--- src/design/nt_err_db_pkg.sv ---
package nt_err_db_pkg;

  // bus geometry
  localparam int          DATA_W   = 32;
  localparam int          ADR_W    = 12;
  localparam int          SEL_W    = DATA_W / 8;

  // register byte offsets
  localparam logic [11:0] MASK_OFF    = 12'h418;
  localparam logic [11:0] DB_SET_OFF  = 12'h420;
  localparam logic [11:0] IRQ_STS_OFF = 12'h410;
  localparam logic [11:0] IRQ_MSK_OFF = 12'h414;

  // per-port mask field layout: ports 0-3, 8-11, 16-19
  localparam logic [31:0] MASK_IMPL = 32'h000F0F0F;
  localparam logic [31:0] MASK_RST  = 32'h000F0F0F;
  localparam logic [31:0] ZERO_W    = 32'h00000000;

  // port groups of the mask: 0-3, 8-11, 16-19
  localparam logic [31:0] PORT_GRP_LO  = 32'h0000000F;
  localparam logic [31:0] PORT_GRP_MID = 32'h00000F00;
  localparam logic [31:0] PORT_GRP_HI  = 32'h000F0000;

  // interrupt status and mask layout
  localparam int          IRQ_W       = 2;
  localparam int          IRQ_DB_BIT  = 0;
  localparam int          IRQ_ERR_BIT = 1;
  localparam logic [1:0]  IRQ_MSK_RST = 2'h0;
  localparam logic [1:0]  IRQ_ZERO    = 2'h0;

  typedef struct packed {
    logic [31:0] mask;
    logic [31:0] db;
    logic [1:0]  sts;
    logic [1:0]  msk;
    logic        ack;
    logic [31:0] dat;
    logic        rpt;
    logic        irq;
  } state_s;

  localparam state_s STATE_RST = '{
    mask: MASK_RST,
    db:   ZERO_W,
    sts:  IRQ_ZERO,
    msk:  IRQ_MSK_RST,
    ack:  1'b0,
    dat:  ZERO_W,
    rpt:  1'b0,
    irq:  1'b0
  };

endpackage

--- src/design/nt_err_db.sv ---
`timescale 1ns/1ns
module nt_err_db (
  // clock and reset
  input  wire logic                                 mclk,
  input  wire logic                                 arst_n,
  // software-triggered function reset, one-cycle pulse
  input  wire logic                                 sw_rst,
  // wishbone classic slave
  input  wire logic                                 wb_cyc,
  input  wire logic                                 wb_stb,
  input  wire logic                                 wb_we,
  input  wire logic [nt_err_db_pkg::ADR_W-1:0]      wb_adr,
  input  wire logic [nt_err_db_pkg::SEL_W-1:0]      wb_sel,
  input  wire logic [nt_err_db_pkg::DATA_W-1:0]     wb_dat_w,
  output logic      [nt_err_db_pkg::DATA_W-1:0]     wb_dat_r,
  output logic                                      wb_ack,
  // per-port recorded errors from the internal error status pair
  input  wire logic [31:0]                          err_sts,
  output logic                                      err_report,
  // outbound doorbells
  input  wire logic [31:0]                          db_done,
  output logic [31:0]                               db_req,
  // interrupt
  output logic                                      irq
);

  nt_err_db_pkg::state_s st_r;
  nt_err_db_pkg::state_s st_nxt;

  logic [31:0] be_mask;
  logic        acc;
  logic        wr_now;
  logic        rd_now;
  logic        hit_mask;
  logic        hit_db;
  logic        hit_sts;
  logic        hit_msk;
  logic [31:0] rdata;
  logic [31:0] db_set;
  logic [1:0]  ev;
  logic [1:0]  sts_clr;
  logic        rpt_now;

  // byte enables widened to bit enables
  genvar g;
  generate
    for (g = 0; g < nt_err_db_pkg::SEL_W; g++) begin : g_be
      assign be_mask[g*8 +: 8] = {8{wb_sel[g]}};
    end
  endgenerate

  // address decode on aligned words
  assign hit_mask = wb_adr[11:2] == nt_err_db_pkg::MASK_OFF[11:2];
  assign hit_db   = wb_adr[11:2] == nt_err_db_pkg::DB_SET_OFF[11:2];
  assign hit_sts  = wb_adr[11:2] == nt_err_db_pkg::IRQ_STS_OFF[11:2];
  assign hit_msk  = wb_adr[11:2] == nt_err_db_pkg::IRQ_MSK_OFF[11:2];

  assign acc    = wb_cyc & wb_stb;
  // a request takes effect at the edge where the master samples ack
  assign wr_now = acc & st_r.ack & wb_we;
  assign rd_now = acc & st_r.ack & ~wb_we;

  always_comb begin
    rdata = nt_err_db_pkg::ZERO_W;
    if (hit_mask) begin
      rdata = st_r.mask & nt_err_db_pkg::MASK_IMPL;
    end else if (hit_db) begin
      rdata = nt_err_db_pkg::ZERO_W;
    end else if (hit_sts) begin
      rdata = {30'h00000000, st_r.sts};
    end else if (hit_msk) begin
      rdata = {30'h00000000, st_r.msk};
    end
  end

  // ones written to doorbell set; zeros contribute nothing
  assign db_set  = (wr_now && hit_db) ? (wb_dat_w & be_mask)
                                      : nt_err_db_pkg::ZERO_W;
  // status is an input only: masking never touches it
  assign rpt_now = |(err_sts & ~st_r.mask
                     & nt_err_db_pkg::MASK_IMPL);

  always_comb begin
    st_nxt = st_r;
    ev     = nt_err_db_pkg::IRQ_ZERO;
    sts_clr = nt_err_db_pkg::IRQ_ZERO;
    st_nxt.ack = 1'b0;
    if (acc && !st_r.ack) begin
      st_nxt.ack = 1'b1;
      st_nxt.dat = rdata;
    end
    // implemented port bits only; reserved bits stay zero
    if (wr_now && hit_mask) begin
      st_nxt.mask = (st_r.mask & ~(be_mask & nt_err_db_pkg::MASK_IMPL))
                  | (wb_dat_w & be_mask & nt_err_db_pkg::MASK_IMPL);
    end
    // a new set wins over a completion in the same cycle
    st_nxt.db = (st_r.db & ~db_done) | db_set;
    st_nxt.rpt = rpt_now;
    ev[nt_err_db_pkg::IRQ_DB_BIT]  = |db_set;
    ev[nt_err_db_pkg::IRQ_ERR_BIT] = rpt_now & ~st_r.rpt;
    // clear only what the read returned, so a fresh event is kept
    if (rd_now && hit_sts) begin
      sts_clr = st_r.dat[1:0];
    end
    st_nxt.sts = (st_r.sts & ~sts_clr) | ev;
    if (wr_now && hit_msk) begin
      if (wb_sel[0]) begin
        st_nxt.msk = wb_dat_w[1:0];
      end
    end
    // soft reset leaves the port mask alone
    if (sw_rst) begin
      st_nxt.db  = nt_err_db_pkg::ZERO_W;
      st_nxt.sts = nt_err_db_pkg::IRQ_ZERO;
      st_nxt.msk = nt_err_db_pkg::IRQ_MSK_RST;
      st_nxt.rpt = 1'b0;
    end
    st_nxt.irq = |(st_nxt.sts & ~st_nxt.msk);
  end

  always_ff @(posedge mclk or negedge arst_n) begin
    if (!arst_n) begin
      st_r <= nt_err_db_pkg::STATE_RST;
    end else begin
      st_r <= st_nxt;
    end
  end

  assign wb_ack     = st_r.ack;
  assign wb_dat_r   = st_r.dat;
  assign err_report = st_r.rpt;
  assign db_req     = st_r.db;
  assign irq        = st_r.irq;
endmodule

--- config.mk ---
export PLATFORM = sky130hd
export DESIGN_NAME = nt_err_db
export DESIGN_NICKNAME = d
export VERILOG_FILES = /design/src/design/nt_err_db_pkg.sv /design/src/design/nt_err_db.sv
export SDC_FILE = /design/constraint.sdc
export NUM_CORES = 1
export LEC_CHECK = 0
export ABC_AREA = 1
export ABC_CLOCK_PERIOD_IN_PS = 3100
export BUFFER_PORTS_ARGS = -buffer_cell sky130_fd_sc_hd__buf_4
export CAP_MARGIN = 20
export CORE_AREA = 3 3 90 92
export CTS_CLUSTER_DIAMETER = 120
export DETAILED_ROUTE_END_ITERATION = 8
export DIE_AREA = 0 0 93 95
export PLACE_DENSITY = 0.86
export REMOVE_ABC_BUFFERS = 1
export SKIP_LAST_GASP = 1
export SLEW_MARGIN = 20
export SYNTH_ARGS = -nofsm -noshare
export SYNTH_HDL_FRONTEND = slang
export SYNTH_SLANG_ARGS = --single-unit
--- constraint.sdc ---
create_clock -name mclk -period 3.1 [get_ports mclk]
set_clock_uncertainty 0.05 [all_clocks]
set_input_delay 0.31 -clock mclk [delete_from_list [all_inputs] [get_ports mclk]]
set_output_delay 0.31 -clock mclk [all_outputs]
set_load 0.01 [all_outputs]
**Yosys cells after proc, flatten, opt, wreduce, memory -nomap -nowiden**

Cells that the tools add are included.
W data, S select, Z words.

- Eq/ne operators: 4
- Bitwise gates (word level): 21
- Muxes and demuxes: 11
- Reductions and logical operators: 9

Operator list:

| operator | number |
|---|---|
| $and A32 B32 Y32 | 3 |
| $mux W32 | 3 |
| $eq A10 B9 Y1 const B | 4 |
| $mux W36 | 1 |
| $mux W33 | 1 |
| $not A20 Y32 | 1 |
| $not A32 Y32 | 1 |
| $or A32 B20 Y32 | 1 |
| $or A32 B32 Y32 | 1 |
| $reduce_or A32 Y1 | 1 |
| $and A20 B20 Y20 | 1 |
| $not A20 Y20 | 1 |
| $reduce_or A12 Y1 | 1 |
| $mux W2 | 5 |
| $and A1 B1 Y1 | 5 |
| $logic_and A1 B1 Y1 | 5 |
| $and A2 B2 Y2 | 2 |
| $not A2 Y2 | 2 |
| $not A1 Y1 | 2 |
| $or A2 B2 Y2 | 1 |
| $reduce_or A2 Y1 | 1 |
| $logic_not A1 Y1 | 1 |
| $mux W1 | 1 |

- Register bits after elaboration: 103
- Output and inout port bits: 67
- Word-level logic and storage cells: 53

**Depth between registers and ports, before layout**

- Depth in word-level cells: 12
- Mapped depth: 13
- Depth with buffers taken out: 12

**Worst setup path after synthesis**

Ideal clock, no wire load.

- Path type: register -> register
- Start: reg st_r (netlist bit wb_ack)
- End: reg st_r (netlist bit irq)
- Arrival: 1.412 ns
- Cell stages (with the launch flop): 12
- Period minus slack after synthesis: 1.526 ns
- Slack: 1.574 ns
- Buffers on the path: 1
- Path through: dfrtp_1 > nand3_2 > nor2_4 > nand3_4 > buf_6 > a21oi_1 > nor2_1 > nand2_1 > nor2_1 > nand3_1 > nand3_1 > nand2_1

RTL lines:

| element | RTL line | text |
|---|---|---|
| from (decl) | nt_err_db.sv:27 | `nt_err_db_pkg::state_s st_r;` |
| from (signal assigned) | nt_err_db.sv:124 | `st_r <= nt_err_db_pkg::STATE_RST;` |
| from (signal assigned) | nt_err_db.sv:126 | `st_r <= st_nxt;` |

==> impl_metrics.csv <==
group,metric,value,unit
outcome,status,"finished, final reports clean",
power_and_ir_drop,switching_share,23.58,%
yosys,ys_types,28,
power_and_ir_drop,pwr-share-clk,43.9,%
detailed_routing,wl_per_cell,13.48,µm
layout,area_growth,26.30,%
timing,relSlewSlack,47.09,%
floorplan,initial_utilization,50.43,%
clocking,root_buffer,"clkbuf_8",
clocking,htree_levels,3,
floorplan,io_pins,185,
floorplan,core_region_area,7292,µm²
power_and_ir_drop,internal_power,1.429,mW
timing,slew_violations,0,
grt,grt_pass1_wl,14270,µm
placement,numPortBuffers,142,
power_and_ir_drop,seqPwrFrac,44.7,%
timing,min_period,1.873,ns
timing,setup_tns,0,ns
yosys,seq_area_frac_synth,43.28,%
timing,hold_viol_final,0,
setup_path,crit_type,"reg2reg",
clocking,cts_buffers,9,
detailed_routing,wl_met3,986,µm
yosys,synth.avg_cell_area,7.807,µm²
grt,grt.overflow.total,0,
clocking,cts.sinks,63,
clocking,cts_resized,0,
timing,fmax,533.8,MHz
setup_path,crit_required,3.32,ns
yosys,ys_ff_latch,63,
yosys,yosysWarningCount,0,
layout,n_antenna_cell,0,
clocking,clk_latency,0.33,ns
detailed_routing,drt_first_pass_iters,4,
layout,fillers,655,
grt,first_global_vias,3140,
setup_path,worstSetupEndpointType,"register",
detailed_routing,routed_wl,9059,µm
layout,final_common_cell,"buf_4",
power_and_ir_drop,combPwrFrac,11.4,%
yosys,netlist_area,3677,µm²
floorplan,die_y,95,µm
layout,multiInputGateArea,1369,µm²
timing,rsz0062_at_grt,"no",
detailed_routing,wl_met2,4515,µm
clocking,cts_tree,"built",
placement,dp_hpwl,6954,µm
timing,setup_violations,0,
detailed_routing,ant_nets,0,
detailed_routing,vias_per_cell,4.795,
grt,grt.total_usage,20.84,%
power_and_ir_drop,p_per_area,402.6,nW/µm²
layout,final_cell_mix,"buf_4 (143), nand2_1 (125), inv_1 (67), dfrtp_1 (51), a21oi_1 (44)",
grt,grt_max_degree,64,
detailed_routing,top_layer_used,"met4",
power_and_ir_drop,max-vdd-ir-drop,0.2942,mV
power_and_ir_drop,netSwitchingPower,441.0,µW
clocking,cts_setup_buffers,0,
timing,worst_pin_slew,0.7937,ns
setup_path,cp.arrival,2.09,ns
setup_path,start_kind,"register",
detailed_routing,wl_met1,3474,µm
detailed_routing,drtIter0Drc,100,
setup_path,path_max_fanout,14,
detailed_routing,drc,0,
floorplan,rows,31,
clocking,hold_buffers,0,
clocking,clkTransAtPathRegs,0.07,ns
floorplan,fp.dieW,93,µm
layout,fin_nets,686,
placement,place.gp.congestion,0.7746,
floorplan,dieArea,8835,µm²
timing,whs,0.01232,ns
grt,grt_antenna_before_repair,0,
worst_hold_path,hold_class,"in2async",
run,cap_viol_max_count,0,
yosys,syn_inst,471,
timing,period_share,60.43,%
layout,regArea,1592,µm²
clocking,cts_buffer_depth,2,
detailed_routing,via_count,3222,
setup_path,ff2ff_path_depth,10,
power_and_ir_drop,leakage,2.468,nW
layout,layout-drive-gt1-share,34.03,%
## kinds of logic (layout without fill, tap and decap cells)
family          Yosys count  count (layout)  share of synthesized area, %
buf+inv                 144             227                         21.44
mux                      12              12                         3.675
other cells               1              20                        0.1020
simple gates            179             179                         20.96
compound gates           72              72                         10.55
flops                    63              63                         43.28
## power groups by stage
stage                     Clock, mW  Combinational (mW)  Sequential, mW
after floorplan                   0              0.0565           0.853
after CTS                     0.842               0.216           0.835
after detailed placement          0               0.216           0.851
final                         0.821               0.213           0.836
after global routing          0.876               0.238           0.836
after global placement            0               0.211           0.850
## final timing paths
kind / slack (ns) / to / startpoint
max in group asynchronous: 2.47 / db_req[4]$_DFF_PN0_ / arst_n
setup reg to reg: 1.23 / irq$_DFF_PN0_ / wb_ack$_DFF_PN0_
hold / removal: 0.01 / db_req[12]$_DFF_PN0_ / arst_n
min in group mclk: 0.16 / db_req[13]$_DFF_PN0_ / db_done[13]
setup / recovery: 1.23 / irq$_DFF_PN0_ / wb_ack$_DFF_PN0_
hold reg to reg: 0.44 / wb_dat_r[2]$_DFFE_PN0P_ / wb_dat_r[2]$_DFFE_PN0P_
## layout make-up
| cell class | instances | share of cell area, % |
|---|---|---|
| well taps | 99 | 2.667 |
| repair buffers | 143 | 23.11 |
| clock buffers | 11 | 3.260 |
| flip-flops and latches | 63 | 34.27 |
| multi-input cells | 283 | 29.47 |
| clock inverters | 5 | 1.724 |
| inverters | 68 | 5.496 |
## per-layer routing
layer	track usage, %	up-vias
li1	-	1588
met1	25.08	1483
met2	36.53	145
met3	5.498	6
met4	6.471	0
met5	0	-
## cell usage after synthesis (all sizes together)
cell type,n,share of area (%)
a21oi,44,6.0
a22o,1,0.24
a31oi,4,0.68
buf,66,13
clkbuf,10,1.0
conb,1,0.10
dfrtp,51,35
dfstp,12,8.6
inv,68,6.9
mux2,12,3.7
nand2,126,13
nand3,15,2.7
nand4,5,0.85
nor2,31,4.1
nor3,2,0.41
o211ai,2,0.41
o21ai,12,1.6
o22ai,7,1.2
o31ai,2,0.41
## critical path, cell delays in order, from the launching register on
cell and delay [ns]:
dfrtp_1 0.40, nand3_2 0.14, nor2_4 0.29, nand3_4 0.26
a21oi_1 0.19, nor2_1 0.07, nand2_1 0.12, nor2_1 0.07
nand3_1 0.07, nand3_1 0.06, nand2_1 0.08
## metrics by stage
stage | total power, mW | setup WS, ns | util [%] | area (µm²) | instances
after floorplan | 0.9096 | 1.508 | - | 3216 | 414
final | 1.870 | 1.227 | 63.69 | 4644 | 672
after detailed placement | 1.066 | 1.077 | 60.52 | 4413 | 656
after global routing | 1.950 | 1.042 | 63.69 | 4644 | 672
after CTS | 1.894 | 1.204 | 63.69 | 4644 | 672
after global placement | 1.061 | 1.104 | 60.52 | 4413 | 656
Note: power is estimated with default switching activity, not from simulation.
